File: src/rtl/dlar_pkg.sv
// dlar_pkg: offsets, field layout and default values of the descriptor length attribute registers
// assumes an APB slave with 32-bit data and byte addressing
package dlar_pkg;
    localparam logic [7:0] DLAR_OFF_EEDATA = 8'h44;
    localparam logic [7:0] DLAR_OFF_BOS = 8'h50;
    localparam logic [7:0] DLAR_OFF_SS = 8'h54;
    localparam logic [7:0] DLAR_OFF_HS = 8'h58;
    localparam logic [7:0] DLAR_OFF_CTRL = 8'h5C;
    localparam logic [7:0] DLAR_OFF_STAT = 8'h60;
    localparam int DLAR_ADDR_W = 8;
    localparam int DLAR_POLL_LSB = 16;
    localparam int DLAR_DEV_LSB = 8;
    localparam int DLAR_CFG_LSB = 0;
    localparam int DLAR_CTRL_EMUL_BIT = 0;
    localparam int DLAR_STAT_EE_BIT = 0;
    localparam int DLAR_STAT_OTP_BIT = 1;
    localparam int DLAR_STAT_ACT_BIT = 2;
    localparam int DLAR_STAT_BUSY_BIT = 3;
    localparam logic [7:0] DLAR_SS_POLL_DEF = 8'h06;
    localparam logic [7:0] DLAR_HS_POLL_DEF = 8'h04;
    localparam logic [7:0] DLAR_LEN_DEF = 8'h00;
    localparam logic [7:0] DLAR_SS_LEN_LEGAL = 8'h12;
    localparam logic [2:0] DLAR_CMD_READ = 3'h0;
    localparam logic [2:0] DLAR_CMD_WRITE = 3'h3;
    localparam logic [31:0] DLAR_ZERO = 32'h0000_0000;
endpackage : dlar_pkg

File: src/rtl/dlar_regs.sv
// dlar_regs: eeprom data byte and descriptor length attribute registers on APB
// assumes an eeprom engine outside that pulses done with read data, and image
// values from eeprom or otp held stable by their loaders
// Function
// eeprom data register holds low byte only
// read fetches byte, write sends byte out
// bos length field eight bits, read/write
// software keeps valid bos block contents
// bos default eeprom, otp, else zero
// software writes zero for absent descriptors
// attributes apply only when emulation active
// software avoids writes with eeprom/otp present
// attribute registers obey reset protection
// superspeed poll, device, config fields
// superspeed config then interface order
// nonzero superspeed lengths used as 12h
// superspeed poll default eeprom, otp, 06h
// superspeed lengths default eeprom, otp, zero
// highspeed poll, device, config fields
// software writes highspeed lengths 0 or 12h
// highspeed poll default eeprom, otp, 04h
// highspeed lengths default eeprom, otp, zero
// reserved bits read zero, writes ignored
`timescale 1ns/100ps
`default_nettype none
module dlar_regs (
    input wire logic clk_sys,
    input wire logic resetn,
    input wire logic psel,
    input wire logic penable,
    input wire logic pwrite,
    input wire logic [31:0] paddr,
    input wire logic [31:0] pwdata,
    input wire logic [3:0] pstrb,
    output logic [31:0] prdata,
    output logic pready,
    output logic pslverr,
    input wire logic eepromPresent,
    input wire logic otpConfigured,
    input wire logic [7:0] eeBosLen,
    input wire logic [23:0] eeSsAttr,
    input wire logic [23:0] eeHsAttr,
    input wire logic [7:0] otpBosLen,
    input wire logic [23:0] otpSsAttr,
    input wire logic [23:0] otpHsAttr,
    input wire logic usbReset,
    input wire logic lite_soft_reset,
    input wire logic resetProtect,
    input wire logic [2:0] eepromCmd,
    input wire logic eepromCmdStart,
    input wire logic eepromCmdDone,
    input wire logic [7:0] eepromRdByte,
    output logic [7:0] eepromWrByte,
    output logic attrActive,
    output logic [7:0] bosLenEff,
    output logic [7:0] ssPollEff,
    output logic [7:0] ssDevLenEff,
    output logic [7:0] ssCfgLenEff,
    output logic [7:0] hsPollEff,
    output logic [7:0] hsDevLenEff,
    output logic [7:0] hsCfgLenEff
);
    logic [7:0] eeData_r, eeData_nxt;
    logic [7:0] bos_r, bos_nxt;
    logic [23:0] ss_r, ss_nxt;
    logic [23:0] hs_r, hs_nxt;
    logic emul_r, emul_nxt;
    logic busy_r, busy_nxt;
    logic [2:0] cmd_r, cmd_nxt;
    logic [7:0] bosDef;
    logic [23:0] ssDef, hsDef;
    logic wrEn, rdEn, restore;
    logic [7:0] addr;

    // byte-lane merge of a write into an existing field
    function automatic logic [31:0] dlar_merge(input logic [31:0] old, input logic [31:0] wd, input logic [3:0] st);
        logic [31:0] res;
        res = old;
        for (int i = 0; i < 4; i++)
        begin
            if (st[i])
                res[i*8 +: 8] = wd[i*8 +: 8];
        end
        return res;
    endfunction

    // nonzero superspeed length counts as the one legal size
    function automatic logic [7:0] dlar_ss_len(input logic [7:0] v);
        return (v != dlar_pkg::DLAR_LEN_DEF) ? dlar_pkg::DLAR_SS_LEN_LEGAL : dlar_pkg::DLAR_LEN_DEF;
    endfunction

    assign addr = paddr[7:0];
    assign pready = 1'b1;
    // unmapped addresses answer with an error; high address bits must be zero
    assign pslverr = psel && penable && ((paddr[31:8] != 24'h000000) || !(addr == dlar_pkg::DLAR_OFF_EEDATA ||
        addr == dlar_pkg::DLAR_OFF_BOS || addr == dlar_pkg::DLAR_OFF_SS || addr == dlar_pkg::DLAR_OFF_HS ||
        addr == dlar_pkg::DLAR_OFF_CTRL || addr == dlar_pkg::DLAR_OFF_STAT));
    assign wrEn = psel && penable && pwrite && !pslverr;
    assign rdEn = psel && penable && !pwrite;

    // defaults pick eeprom image, else otp image, else fixed values
    always_comb
    begin
        if (eepromPresent)
        begin
            bosDef = eeBosLen;
            ssDef = eeSsAttr;
            hsDef = eeHsAttr;
        end
        else if (otpConfigured)
        begin
            bosDef = otpBosLen;
            ssDef = otpSsAttr;
            hsDef = otpHsAttr;
        end
        else
        begin
            bosDef = dlar_pkg::DLAR_LEN_DEF;
            ssDef = {dlar_pkg::DLAR_SS_POLL_DEF, dlar_pkg::DLAR_LEN_DEF, dlar_pkg::DLAR_LEN_DEF};
            hsDef = {dlar_pkg::DLAR_HS_POLL_DEF, dlar_pkg::DLAR_LEN_DEF, dlar_pkg::DLAR_LEN_DEF};
        end
    end

    // reset protection keeps software values across usb and lite resets
    assign restore = (usbReset || lite_soft_reset) && !resetProtect;

    always_comb
    begin
        logic [31:0] m;
        m = dlar_pkg::DLAR_ZERO;
        eeData_nxt = eeData_r;
        bos_nxt = bos_r;
        ss_nxt = ss_r;
        hs_nxt = hs_r;
        emul_nxt = emul_r;
        busy_nxt = busy_r;
        cmd_nxt = cmd_r;
        if (wrEn)
        begin
            unique case (addr)
                dlar_pkg::DLAR_OFF_EEDATA: if (pstrb[0]) eeData_nxt = pwdata[7:0];
                dlar_pkg::DLAR_OFF_BOS:
                begin
                    m = dlar_merge({24'h000000, bos_r}, pwdata, pstrb);
                    bos_nxt = m[7:0];
                end
                dlar_pkg::DLAR_OFF_SS:
                begin
                    m = dlar_merge({8'h00, ss_r}, pwdata, pstrb);
                    ss_nxt = m[23:0];
                end
                dlar_pkg::DLAR_OFF_HS:
                begin
                    m = dlar_merge({8'h00, hs_r}, pwdata, pstrb);
                    hs_nxt = m[23:0];
                end
                dlar_pkg::DLAR_OFF_CTRL: if (pstrb[0]) emul_nxt = pwdata[dlar_pkg::DLAR_CTRL_EMUL_BIT];
                default: ;
            endcase
        end
        if (restore)
        begin
            bos_nxt = bosDef;
            ss_nxt = ssDef;
            hs_nxt = hsDef;
        end
        if (eepromCmdStart)
        begin
            busy_nxt = 1'b1;
            cmd_nxt = eepromCmd;
        end
        // completion of a read loads the fetched byte; the engine owns the register then
        if (busy_r && eepromCmdDone)
        begin
            busy_nxt = 1'b0;
            if (cmd_r == dlar_pkg::DLAR_CMD_READ)
                eeData_nxt = eepromRdByte;
        end
    end

    // power-on values are the fixed defaults; images are loaded by the first restore
    always_ff @(posedge clk_sys or negedge resetn)
    begin
        if (!resetn)
        begin
            eeData_r <= dlar_pkg::DLAR_LEN_DEF;
            bos_r <= dlar_pkg::DLAR_LEN_DEF;
            ss_r <= {dlar_pkg::DLAR_SS_POLL_DEF, dlar_pkg::DLAR_LEN_DEF, dlar_pkg::DLAR_LEN_DEF};
            hs_r <= {dlar_pkg::DLAR_HS_POLL_DEF, dlar_pkg::DLAR_LEN_DEF, dlar_pkg::DLAR_LEN_DEF};
            emul_r <= 1'b0;
            busy_r <= 1'b0;
            cmd_r <= dlar_pkg::DLAR_CMD_READ;
        end
        else
        begin
            eeData_r <= eeData_nxt;
            bos_r <= bos_nxt;
            ss_r <= ss_nxt;
            hs_r <= hs_nxt;
            emul_r <= emul_nxt;
            busy_r <= busy_nxt;
            cmd_r <= cmd_nxt;
        end
    end

    // write commands store the held byte at the selected location
    assign eepromWrByte = eeData_r;
    assign attrActive = !eepromPresent && !otpConfigured && emul_r;
    assign bosLenEff = attrActive ? bos_r : dlar_pkg::DLAR_LEN_DEF;
    assign ssPollEff = attrActive ? ss_r[dlar_pkg::DLAR_POLL_LSB +: 8] : dlar_pkg::DLAR_LEN_DEF;
    assign ssDevLenEff = attrActive ? dlar_ss_len(ss_r[dlar_pkg::DLAR_DEV_LSB +: 8]) : dlar_pkg::DLAR_LEN_DEF;
    assign ssCfgLenEff = attrActive ? dlar_ss_len(ss_r[dlar_pkg::DLAR_CFG_LSB +: 8]) : dlar_pkg::DLAR_LEN_DEF;
    assign hsPollEff = attrActive ? hs_r[dlar_pkg::DLAR_POLL_LSB +: 8] : dlar_pkg::DLAR_LEN_DEF;
    assign hsDevLenEff = attrActive ? hs_r[dlar_pkg::DLAR_DEV_LSB +: 8] : dlar_pkg::DLAR_LEN_DEF;
    assign hsCfgLenEff = attrActive ? hs_r[dlar_pkg::DLAR_CFG_LSB +: 8] : dlar_pkg::DLAR_LEN_DEF;

    // read mux; reserved bits are zero
    always_comb
    begin
        prdata = dlar_pkg::DLAR_ZERO;
        if (rdEn)
        begin
            unique case (addr)
                dlar_pkg::DLAR_OFF_EEDATA: prdata = {24'h000000, eeData_r};
                dlar_pkg::DLAR_OFF_BOS: prdata = {24'h000000, bos_r};
                dlar_pkg::DLAR_OFF_SS: prdata = {8'h00, ss_r};
                dlar_pkg::DLAR_OFF_HS: prdata = {8'h00, hs_r};
                dlar_pkg::DLAR_OFF_CTRL: prdata = {31'h00000000, emul_r};
                dlar_pkg::DLAR_OFF_STAT: prdata = {28'h0000000, busy_r, attrActive, otpConfigured, eepromPresent};
                default: prdata = dlar_pkg::DLAR_ZERO;
            endcase
        end
    end
endmodule // dlar_regs
`default_nettype wire

File: config.mk
export PLATFORM = sky130hd
export DESIGN_NAME = dlar_regs
export DESIGN_NICKNAME = d
export VERILOG_FILES = /design/src/rtl/dlar_pkg.sv /design/src/rtl/dlar_regs.sv
export SDC_FILE = /design/constraint.sdc
export NUM_CORES = 1
export LEC_CHECK = 0
export ABC_AREA = 1
export ABC_CLOCK_PERIOD_IN_PS = 2850
export BUFFER_PORTS_ARGS = -buffer_cell sky130_fd_sc_hd__buf_2
export CORE_AREA = 2 2 118 120
export DETAILED_ROUTE_END_ITERATION = 12
export DIE_AREA = 0 0 120 122
export PLACE_DENSITY_LB_ADDON = 0.15
export SYNTH_ARGS = -nofsm -noshare
export SYNTH_HDL_FRONTEND = slang
export SYNTH_SLANG_ARGS = --single-unit
File: constraint.sdc
create_clock -name clk_sys -period 2.85 [get_ports clk_sys]
set_input_delay 0.57 -clock clk_sys [delete_from_list [all_inputs] [get_ports clk_sys]]
set_output_delay 0.57 -clock clk_sys [all_outputs]
set_load 0.005 [all_outputs]
## Word level (Yosys, flattened, before mapping)

Index checks and enable logic that the tools add are counted.

- Reduce and logical (&&, ||, !) cells: 42
- Muxes and demuxes: 36
- Equal/unequal tests: 6

Operators with widths:

| cell | count |
|---|---|
| 24-bit two-way mux | 11 |
| 8-bit two-way mux | 18 |
| 24-bit case mux with 6 select lines | 1 |
| 8-bit by 7-bit equality test with 1-bit output (second input constant) | 6 |
| 3-bit AND reduction | 8 |
| 24-bit nonzero test | 1 |
| 5-bit two-way mux | 4 |
| 2-bit nonzero test | 8 |
| 8-bit nonzero test | 2 |
| 1-bit logical AND | 9 |
| 1-bit logical OR | 7 |
| 1-bit logical NOT | 6 |
| 3-bit logical NOT | 1 |
| 1-bit two-way mux | 2 |

- Word-level logic and storage cells: 95
- Register bits after elaboration: 69
- Input port bits: 203
- Output and inout bits: 99

## Depth between registers and ports, before layout

Gate-level depths: netlist of the first run.

- Word-level depth: 14
- Mapped depth: 12

## Worst setup path after synthesis of the first run

No wires, ideal clock.

- Path kind: input -> output
- From: input paddr[7]
- To: output prdata[13]
- Path buffers: 2
- Data required time: 2.280 ns
- Arrival time: 1.595 ns
- Slack: 0.685 ns
- Stages: 11
- Cell sequence: inv_2 nand2_1 inv_1 nand2_1 inv_2 nand2_1 buf_4 clkinv_1 buf_4 nand2_1 a21oi_1

- Cells in the longest elaborated chain, start to end: 3

Ends and longest elaborated chain:

| item | RTL line | text |
|---|---|---|
| start: declaration | dlar_regs.sv:32 | `input wire logic [31:0] paddr,` |
| 8-bit by 7-bit equality test with 1-bit output | dlar_regs.sv:223 | `unique case (addr)` |
| 24-bit case mux with 6 select lines * | dlar_regs.sv:223 |  |
| 24-bit two-way mux * | dlar_regs.sv:221 | `if (rdEn)` |
| end: declaration | dlar_regs.sv:35 | `output logic [31:0] prdata,` |

Mark *: on every way between the ends. The rest lies on a longest branch, timed or not.

## Worst setup path after layout of the first run

- From: input paddr[7]
- To: output prdata[3]

Same word-level chain as after synthesis.

==> flow_metrics.tcl, run 1 <==
set metrics [dict create \
    required_ns 2.28 \
    status "completed" \
    dp.final_hpwl_um 15600 \
    cts_buffer_depth 2 \
    place_ws_ns 0.315 \
    power_leakage_nw 4.37 \
    critPathArrivalTime_ns 1.97 \
    drt-initial-drc-count 625 \
    coreArea_sq_mm 0.0135 \
    cts.sinks 69 \
    fin_util 0.551 \
    grt_pass1_vias 6016 \
    num_vias 6895 \
    power.share.clock 0.303 \
    area_delta_synth_final_pct 28.2 \
    holdCritPathClass "in -> async" \
    swShare 0.346 \
    first_pass_iters 5 \
    power_frac_seq 0.412 \
    portBuffers 271 \
    synth_top_area_share 0.284 \
    powerDensity_mw_per_mm2 435 \
    grtUsageTotal 0.261 \
    synth-edff-count 0 \
    nNetsFinal 1427 \
    die_x_um 120 \
    post-route-min-period_ns 2.54 \
    drtAntennaViolNets 0 \
    tightestPinTransition_ns 0.702 \
    fin_tns_setup_ns 0 \
    rows 43 \
    start_util 0.430 \
    syn_avg_cell_area_sq_um 5.93 \
    globalplace.congestion 0.934 \
    yosysWarnings 0 \
    yosys.area.top_type "dfrtp_1" \
    fin_crit_sh 0.892 \
    max_slew_margin 0.532 \
    crit_path_start_kind "input port" \
    critPathKind "in -> out" \
    cap_violations 0 \
    antenna_found_initial 1 \
    postCtsSetupRepairBufs 0 \
    p_sw_mw 1.12 \
    slew_viol_final 0 \
    comb_power_share 0.285 \
    die_area_sq_mm 0.0146 \
    dpl_cell_area_sq_mm 0.00718 \
    synth_ff_type "dfrtp_1" \
    die_y_um 122 \
    rsz0062_at_grt "false" \
    fin_skew_ns 0.000687 \
    drt_wl_total_um 19500 \
    cts_made_buffers 9 \
    grt_pass1_wl_um 30300 \
    cts_tree "built" \
    ys_ff_latch 69 \
    hold_buffers 0 \
    setup_viol_count_final 0 \
    ctsResizeCount 0 \
    viasPerCell 4.89 \
    hold_viol_final 0 \
    synthTopCellsByArea "dfrtp_1 28%, nand2_1 26%, nand3_1 11%, inv_1 6.1%, nor2_1 4.8%" \
    yosysUniqueCellTypes 33 \
    finalWorstSetupSlack_ns 0.307 \
    design_area_sq_mm 0.00744 \
    yosysSeqAreaShare 0.298 \
    num_io_pins 302 \
    ir_worst_vdd_mv 0.297 \
    internal_power_mw 2.12 \
    syn-cell-area_sq_mm 0.00581 \
    drcViolationCount 0 \
    cpMaxStageDelayCell "clkinv_1" \
    postSynthCellCount 980 \
    crit_path_max_fanout 17 \
    crit_chain "buf_2, inv_2, nand2_1, inv_1, nand2_1, inv_2, nand2_1, clkinv_1, nand2_1, a41oi_1, buf_2" \
    reg2reg_slack_ns 1.25 \
    clock_latency_ns 0.33 \
    drive_above_1_share 0.279 \
    async_reset_ff_frac 1.00 \
    root_buffer "clkbuf_16" \
    fmax_mhz 393 \
    cp_common_cell "nand2_1" \
    post_drt_wl_per_cell_um 13.8 \
    htreeDepth 3 \
    grt_max_degree 89 \
    overflow 0 \
    max_stage_delay_ns 0.42 \
    end_kind "primary output" \
    clk_pin_slew_ns 0.05 \
]
## area by class of cell
class,instances,area [sq um]
fillers,1498,6060
multi-input cells,757,3380
flip-flops and latches,69,1730
repair buffers,283,1460
inverters,104,390
clock buffers,12,236
well taps,180,225
clock inverters,4,25.0
diodes,1,2.50
## power by group through the flow
stage               logic, mW  registers [mW]  clock network [mW]
finish                  0.923            1.34               0.980
global route             1.07            1.36                1.03
CTS                     0.921            1.33               0.991
detailed placement      0.918            1.35                   0
global placement        0.909            1.34                   0
floorplan               0.578            1.29                   0
## Yosys cell counts (4+ instances only)
master,count
a211oi_1,4
o21ai_0,52
o22ai_1,9
nor4_1,4
nor2_1,75
or2_2,8
clkbuf_1,22
buf_4,25
dfrtp_1,66
nand2_1,399
buf_1,10
nand2_2,10
o21ai_4,4
nand3_1,128
o221ai_1,5
inv_1,94
buf_2,9
nor2_2,4
a21oi_1,18
inv_2,9
## through the flow
stage	hold slack [ns]	instances	total power, mW
2_1_floorplan	0.274	999	1.87
3_3_place_gp	0.461	1393	2.25
3_5_place_dp	0.467	1393	2.26
4_1_cts	0.273	1409	3.24
5_1_grt	0.295	1410	3.46
6_report	0.262	1410	3.24
## registers in the layout (all words and copies together) (netlist names)
signal / flops
emul_r: 1
hs_r: 24
busy_r: 1
bos_r: 8
ss_r: 24
cmd_r: 3
eepromWrByte: 8
## cells in the final DEF (no fill, tap or decap), types with 9 or more instances in the layout
cell	count
inv_2	9
clkbuf_16	9
a21oi_1	18
conb_1	21
nand2_2	10
nor2_1	75
nand2_1	399
nand3_1	128
buf_2	271
o21ai_0	52
buf_4	11
inv_1	94
dfrtp_1	66
o22ai_1	9
## worst max-delay path: cells and delay by family
| family | cells | cell delay, ns |
|---|---|---|
| AO/OA/AOI/OAI | 1 | 0.16 |
| buffers and inverters | 6 | 0.80 |
| AND/OR/NAND/NOR | 4 | 0.43 |
## worst paths after layout
| kind | start | to | cells past startpoint |
|---|---|---|---|
| max in group asynchronous | resetn | ss_r[18] | 2 |
| worst max-delay path | paddr[7] | prdata[3] | 11 |
| worst min-delay path | resetn | bos_r[0] | 1 |
| worst max register to register | busy_r | eepromWrByte[5] | 6 |
| worst min register to register | hs_r[18] | hs_r[18] | 2 |
| min in group clk_sys | eepromCmd[1] | cmd_r[1] | 3 |
## metal layers
metal  GRT usage  vias up  routed length, um
met2       0.398      299               8430
li1            -     3519                  -
met4      0.0772        0                296
met5           0        -                  0
met3      0.0323       21               1350
met1       0.387     3056               9420
## kinds of logic (layout without fill, tap and decap cells)
logic type      Yosys count  in the layout  share of synthesized area
simple gates            641            641                      0.468
flops                    69             69                      0.298
other cells               2             22                    0.00129
compound gates           95             95                     0.0985
buf+inv                 173            403                      0.134
Note: power is estimated with default switching activity, not from simulation.
==> run 2: changes to the inputs <==
--- a/config.mk
+++ b/config.mk
@@ -5,12 +5,11 @@
 export SDC_FILE = /design/constraint.sdc
 export NUM_CORES = 1
 export LEC_CHECK = 0
-export ABC_AREA = 1
 export ABC_CLOCK_PERIOD_IN_PS = 2850
 export BUFFER_PORTS_ARGS = -buffer_cell sky130_fd_sc_hd__buf_2
-export CORE_AREA = 2 2 118 120
+export CORE_AREA = 2 2 116 118
 export DETAILED_ROUTE_END_ITERATION = 12
-export DIE_AREA = 0 0 120 122
+export DIE_AREA = 0 0 118 120
 export PLACE_DENSITY_LB_ADDON = 0.15
 export SYNTH_ARGS = -nofsm -noshare
 export SYNTH_HDL_FRONTEND = slang
==> run 2 against run 1 <==
  * Final area is 4.8% lower
  * Die area is 3.3% lower
  * Critical endpoint is now prdata[7]
  * Area after synthesis fell by 9.9%
  * Clock skew rose by 0.00075 ns
  * Clock-buffer cell count shrank 3
  * Fmax fell by 7.4%
  * Critical path type unchanged
  * First-iteration DRC count fell by 36%
  * Via count down 14%
  * Critical path depth is 4 lower
  * Cell count is 26% lower
  * Global-route usage is 1.7 points higher
==> flow_metrics.tcl, run 2 <==
set metrics [dict create \
    status "completed" \
    fin_skew_ns 0.00144 \
    synth_compound_area_frac 0.261 \
    synth_ff_type "dfrtp_1" \
    rows 42 \
    drcViolationCount 0 \
    rr_worst_depth 3 \
    fill_cells 1274 \
    synth-simple-area-share 0.245 \
    fin_crit_sh 0.964 \
    synth_common_cells "79 x nor2_1, 66 x dfrtp_1, 43 x clkbuf_1" \
    drt-initial-drc-count 397 \
    synthXorXnorAreaFrac 0 \
    grt_pass1_wl_um 30800 \
    synth_most_common_cell "nor2_1" \
    coreArea_sq_mm 0.0130 \
    final_common_cell "buf_2" \
    yosys.area.top_type "dfrtp_1" \
    start_util 0.403 \
    synth_top_area_share 0.316 \
    max_stage_delay_ns 0.61 \
    cap_violations 0 \
    synth-edff-count 0 \
    grtUsageTotal 0.278 \
    async_reset_ff_frac 1.00 \
    grt_max_degree 70 \
    synth_top_family_by_area "compound AO/OA/AOI/OAI gates" \
    viasPerCell 5.65 \
    design_area_sq_mm 0.00709 \
    place_ws_ns 0.0940 \
    setup_viol_count_final 0 \
    postSynthCellCount 606 \
    holdCritPathClass "in -> async" \
    final_cells 1044 \
    synthMuxAreaShare 0.0806 \
    die_x_um 118 \
    hold-worst-slack_ns 0.341 \
    syn_avg_cell_area_sq_um 8.63 \
    num_io_pins 302 \
    grt_pass1_vias 5699 \
    crit_path_max_fanout 5 \
    place_inst 1027 \
    fin_util 0.546 \
    cpMaxStageDelayCell "or4b_1" \
    drt_wl_total_um 19900 \
    yosysWarnings 0 \
    area_delta_synth_final_pct 35.4 \
    globalplace.congestion 0.908 \
    ir_worst_vdd_mv 0.239 \
    drtAntennaViolNets 0 \
    yosysSeqAreaShare 0.331 \
    dpl_cell_area_sq_mm 0.00680 \
    cts_tree "built" \
    crit_path_start_kind "input port" \
    antenna_found_initial 0 \
    hold_viol_final 0 \
    clock_latency_ns 0.34 \
    reg2reg_slack_ns 1.27 \
    die_area_sq_mm 0.0142 \
    synthTopCellsByArea "dfrtp_1 32%, nor2_1 5.7%, and2_1 4.9%, a22o_1 4.9%, a32oi_1 4.9%" \
    required_ns 2.28 \
    cts_buffer_depth 2 \
    clk_pin_slew_ns 0.06 \
    overflow 0 \
    drive_above_1_share 0.418 \
    layout_common_cells "270 x buf_2, 79 x nor2_1, 66 x dfrtp_1, 41 x and2_1, 36 x nand2_1" \
    r2r-end "eepromWrByte[6]" \
    cts.sinks 69 \
    finalPower_mw 3.00 \
    finalWorstSetupSlack_ns 0.102 \
    fmax_mhz 364 \
    critPathArrivalTime_ns 2.18 \
    nNetsFinal 1066 \
    top_regs "hs_r (24), ss_r (24)" \
    root_buffer "clkbuf_16" \
    fin_tns_setup_ns 0 \
    post_drt_wl_per_cell_um 19.0 \
    first_pass_iters 5 \
    ctsResizeCount 0 \
    critPathKind "in -> out" \
    htreeDepth 3 \
    power_leakage_nw 3.30 \
    crit_chain "buf_2, or4b_1, nor4_2, buf_4, a222oi_1, nor2_1, buf_2" \
    portBuffers 271 \
    r2r-start "cmd_r[1]" \
    yosysUniqueCellTypes 54 \
    num_vias 5900 \
    end_kind "primary output" \
    dp.final_hpwl_um 15500 \
    die_y_um 120 \
    diodes 0 \
    cp_common_cell "buf_2" \
    cts_made_buffers 9 \
    synth_fa_ha_area_frac 0 \
    slew_viol_final 0 \
    tightestPinTransition_ns 0.919 \
    post-route-min-period_ns 2.75 \
    rsz0062_at_grt "true" \
    ys_ff_latch 69 \
    powerDensity_mw_per_mm2 423 \
    max_slew_margin 0.388 \
    syn-cell-area_sq_mm 0.00523 \
]
## run 2: cell count changes after synthesis, moves of 16 or more
cell      delta
mux2_1      +17
o21ai_0     -21
mux2_2      +16
a22oi_1     +19
a221oi_1    +25
clkbuf_1    +21
nand3_1    -123
inv_1       -88
a32oi_1     +29
nand2_1    -363
and2_1      +41
nor3b_1     +16
a22o_1      +29
## run 2: cells by family (layout without fill, tap and decap cells)
logic type / Yosys count / after routing
buf+inv: 86 / 329
mux: 38 / 38
compound gates: 174 / 174
other cells: 2 / 21
simple gates: 237 / 237
flops: 69 / 69
## run 2: worst max path at each step
stage	start	endpoint	slack, ns	cells past startpoint
floorplan	paddr[1]	prdata[6]	0.33	6
global placement	paddr[1]	prdata[6]	0.14	7
detailed placement	paddr[1]	prdata[7]	0.09	7
CTS	paddr[1]	prdata[7]	0.05	7
global route	paddr[1]	prdata[2]	-0.05	6
finish	paddr[1]	prdata[7]	0.10	7
## run 2: final cells by class
cell class,count,area (sq um),area share
clock buffers,9,225,0.0318
clock inverters,7,50.0,0.00706
inverters,6,22.5,0.00318
multi-input cells,470,3170,0.447
flip-flops and latches,69,1730,0.244
well taps,176,220,0.0311
repair buffers,307,1670,0.235
## run 2: critical path: cells and delay by family
family                 cells  cell delay, ns
AO/OA/AOI/OAI              1            0.09
AND/OR/NAND/NOR            3            1.07
buffers and inverters      3            0.45
## run 2: what timing repair did
action,CTS,global route
endpoints found under the hold margin,0,0
setup endpoints to repair,0,4
setup buffers,0,1
hold buffers,0,0
## run 2: power by group
part / switching, mW / internal (mW) / leakage, nW
Sequential: 0.158 / 1.14 / 0.829
Clock: 0.454 / 0.589 / 0.128
Combinational: 0.327 / 0.334 / 2.34
Total: 0.938 / 2.06 / 3.30
## run 2: routing by layer
layer / routed length, um / track usage
met1: 8170 / 0.348
met2: 9920 / 0.481
met3: 1400 / 0.0608
met4: 371 / 0.0866
met5: 0 / 0
==> run 3: changes to the inputs <==
--- a/config.mk
+++ b/config.mk
@@ -7,9 +7,9 @@
 export LEC_CHECK = 0
 export ABC_CLOCK_PERIOD_IN_PS = 2850
 export BUFFER_PORTS_ARGS = -buffer_cell sky130_fd_sc_hd__buf_2
-export CORE_AREA = 2 2 116 118
+export CORE_AREA = 4 4 115 117
 export DETAILED_ROUTE_END_ITERATION = 12
-export DIE_AREA = 0 0 118 120
+export DIE_AREA = 0 0 119 121
 export PLACE_DENSITY_LB_ADDON = 0.15
 export SYNTH_ARGS = -nofsm -noshare
 export SYNTH_HDL_FRONTEND = slang
==> run 3 against run 2 <==
  * Clock power increased by 27%
  * Final area increased by 0.55%
  * Core utilization increased by 3.0 points
  * Worst hold slack improved by 0.0029 ns
  * Non-clock buffer count decreased by 4
  * Setup slack improved by 0.036 ns
  * Total power increased by 9.1%
  * Fmax increased by 1.3%
  * Combinational power about the same
  * Routed wire length decreased by 1.8%
  * Register-to-register slack got worse by 0.07 ns
==> flow_metrics.tcl, run 3 (same netlist as run 2, synthesis figures left out) <==
set metrics [dict create \
    reg2reg_slack_ns 1.20 \
    fmax_mhz 369 \
    cts_tree "built" \
    overflow 0 \
    antenna_found_initial 0 \
    top_regs "hs_r (24), ss_r (24)" \
    finalPower_mw 3.27 \
    tightestPinTransition_ns 0.939 \
    place_ws_ns 0.0137 \
    critPathArrivalTime_ns 2.14 \
    htreeDepth 3 \
    ctsResizeCount 0 \
    cts_buffer_depth 2 \
    portBuffers 271 \
    clock_latency_ns 0.34 \
    nNetsFinal 1062 \
    cap_violations 0 \
    wl_met1_um 7510 \
    wl_met3_um 1660 \
    finalWorstSetupSlack_ns 0.139 \
    holdCritPathClass "in -> async" \
    diodes 0 \
    drtAntennaViolNets 0 \
    drive_above_1_share 0.416 \
    cts_made_buffers 9 \
    post_drt_wl_per_cell_um 18.8 \
    die_x_um 119 \
    place_inst 1020 \
    critPathKind "in -> out" \
    hold_viol_final 0 \
    fin_crit_sh 0.951 \
    ir_worst_vdd_mv 0.299 \
    powerDensity_mw_per_mm2 459 \
    fin_util 0.576 \
    slew_viol_final 0 \
    die_area_sq_mm 0.0144 \
    first_pass_iters 8 \
    clk_pin_slew_ns 0.06 \
    grtUsageTotal 0.259 \
    power_leakage_nw 3.32 \
    setup_viol_count_final 0 \
    end_kind "primary output" \
    final_common_cell "buf_2" \
    die_y_um 121 \
    hold_buffers 0 \
    final_cells 1036 \
    max_slew_margin 0.373 \
    highest_layer "met4" \
    globalplace.congestion 0.938 \
    required_ns 2.28 \
    area_delta_synth_final_pct 36.2 \
    rows 41 \
    drt-initial-drc-count 396 \
    num_io_pins 302 \
    crit_path_start_kind "input port" \
    grt_pass1_wl_um 29400 \
    postCtsSetupRepairBufs 0 \
    drt_wl_total_um 19500 \
    wl_met2_um 9810 \
    viasPerCell 5.66 \
    rsz0062_at_grt "false" \
    root_buffer "clkbuf_16" \
    cts.sinks 69 \
    crit_path_max_fanout 16 \
    drcViolationCount 0 \
    fin_tns_setup_ns 0 \
    layout_common_cells "270 x buf_2, 79 x nor2_1, 66 x dfrtp_1, 41 x and2_1, 36 x nand2_1" \
    start_util 0.423 \
    grt_max_degree 70 \
    status "completed" \
    grt_pass1_vias 5770 \
    fin_skew_ns 0.00124 \
    num_vias 5863 \
    coreArea_sq_mm 0.0124 \
    dp.final_hpwl_um 15600 \
    post-route-min-period_ns 2.71 \
]
## run 3: cell types whose count changed in the layout (fill, tap and decap cells not counted)
cell | before | now
clkinv_2 | 2 | 0
clkinv_4 | 1 | 0
nor4_4 | 0 | 1
buf_12 | 3 | 2
nor4_2 | 1 | 0
bufinv_16 | 0 | 3
buf_4 | 34 | 31
or4b_1 | 1 | 0
clkinvlp_4 | 3 | 1
or4b_4 | 0 | 1
clkbuf_8 | 0 | 1
clkbuf_1 | 0 | 1
## run 3: per-stage QoR
step | hold slack, ns | instance area [sq um]
2_1_floorplan | 0.274 | 5300
6_report | 0.343 | 7120
4_1_cts | 0.388 | 7110
5_1_grt | 0.434 | 7120
3_5_place_dp | 0.494 | 6760
3_3_place_gp | 0.484 | 6760
## run 3: worst paths after layout
| check | startpoint | end | cells past startpoint |
|---|---|---|---|
| max reg2reg | cmd_r[1] | eepromWrByte[7] | 3 |
| min in group clk_sys | eepromCmdDone | busy_r | 2 |
| max in group asynchronous | resetn | hs_r[14] | 1 |
| max | paddr[2] | prdata[13] | 7 |
| min reg2reg | ss_r[17] | ss_r[17] | 2 |
| min | resetn | eepromWrByte[0] | 1 |
## run 3: final cells by class
class / count / area (sq um)
clock buffers: 11 / 243
clock inverters: 5 / 106
fillers: 1137 / 5240
inverters: 6 / 22.5
multi-input cells: 470 / 3180
flip-flops and latches: 69 / 1730
well taps: 172 / 215
repair buffers: 303 / 1620
## run 3: per-layer routing
layer / vias up / global-route usage
li1: 2764 / -
met2: 317 / 0.461
met1: 2744 / 0.306
met5: - / 0
met3: 38 / 0.0583
met4: 0 / 0.0941
## run 3: where the power goes
group          leakage (nW)  total, mW  switching [mW]  internal, mW
registers             0.829       1.29           0.155          1.14
logic                  2.32      0.660           0.328         0.333
clock network         0.166       1.32           0.436         0.882
total                  3.32       3.27           0.919          2.35
## run 3: worst max-delay path, stage by stage
cell and delay [ns]:
buf_2 0.15, or3b_2 0.51, a21oi_1 0.22, o211ai_1 0.14, buf_4 0.24, nor2_1 0.16
buf_2 0.14
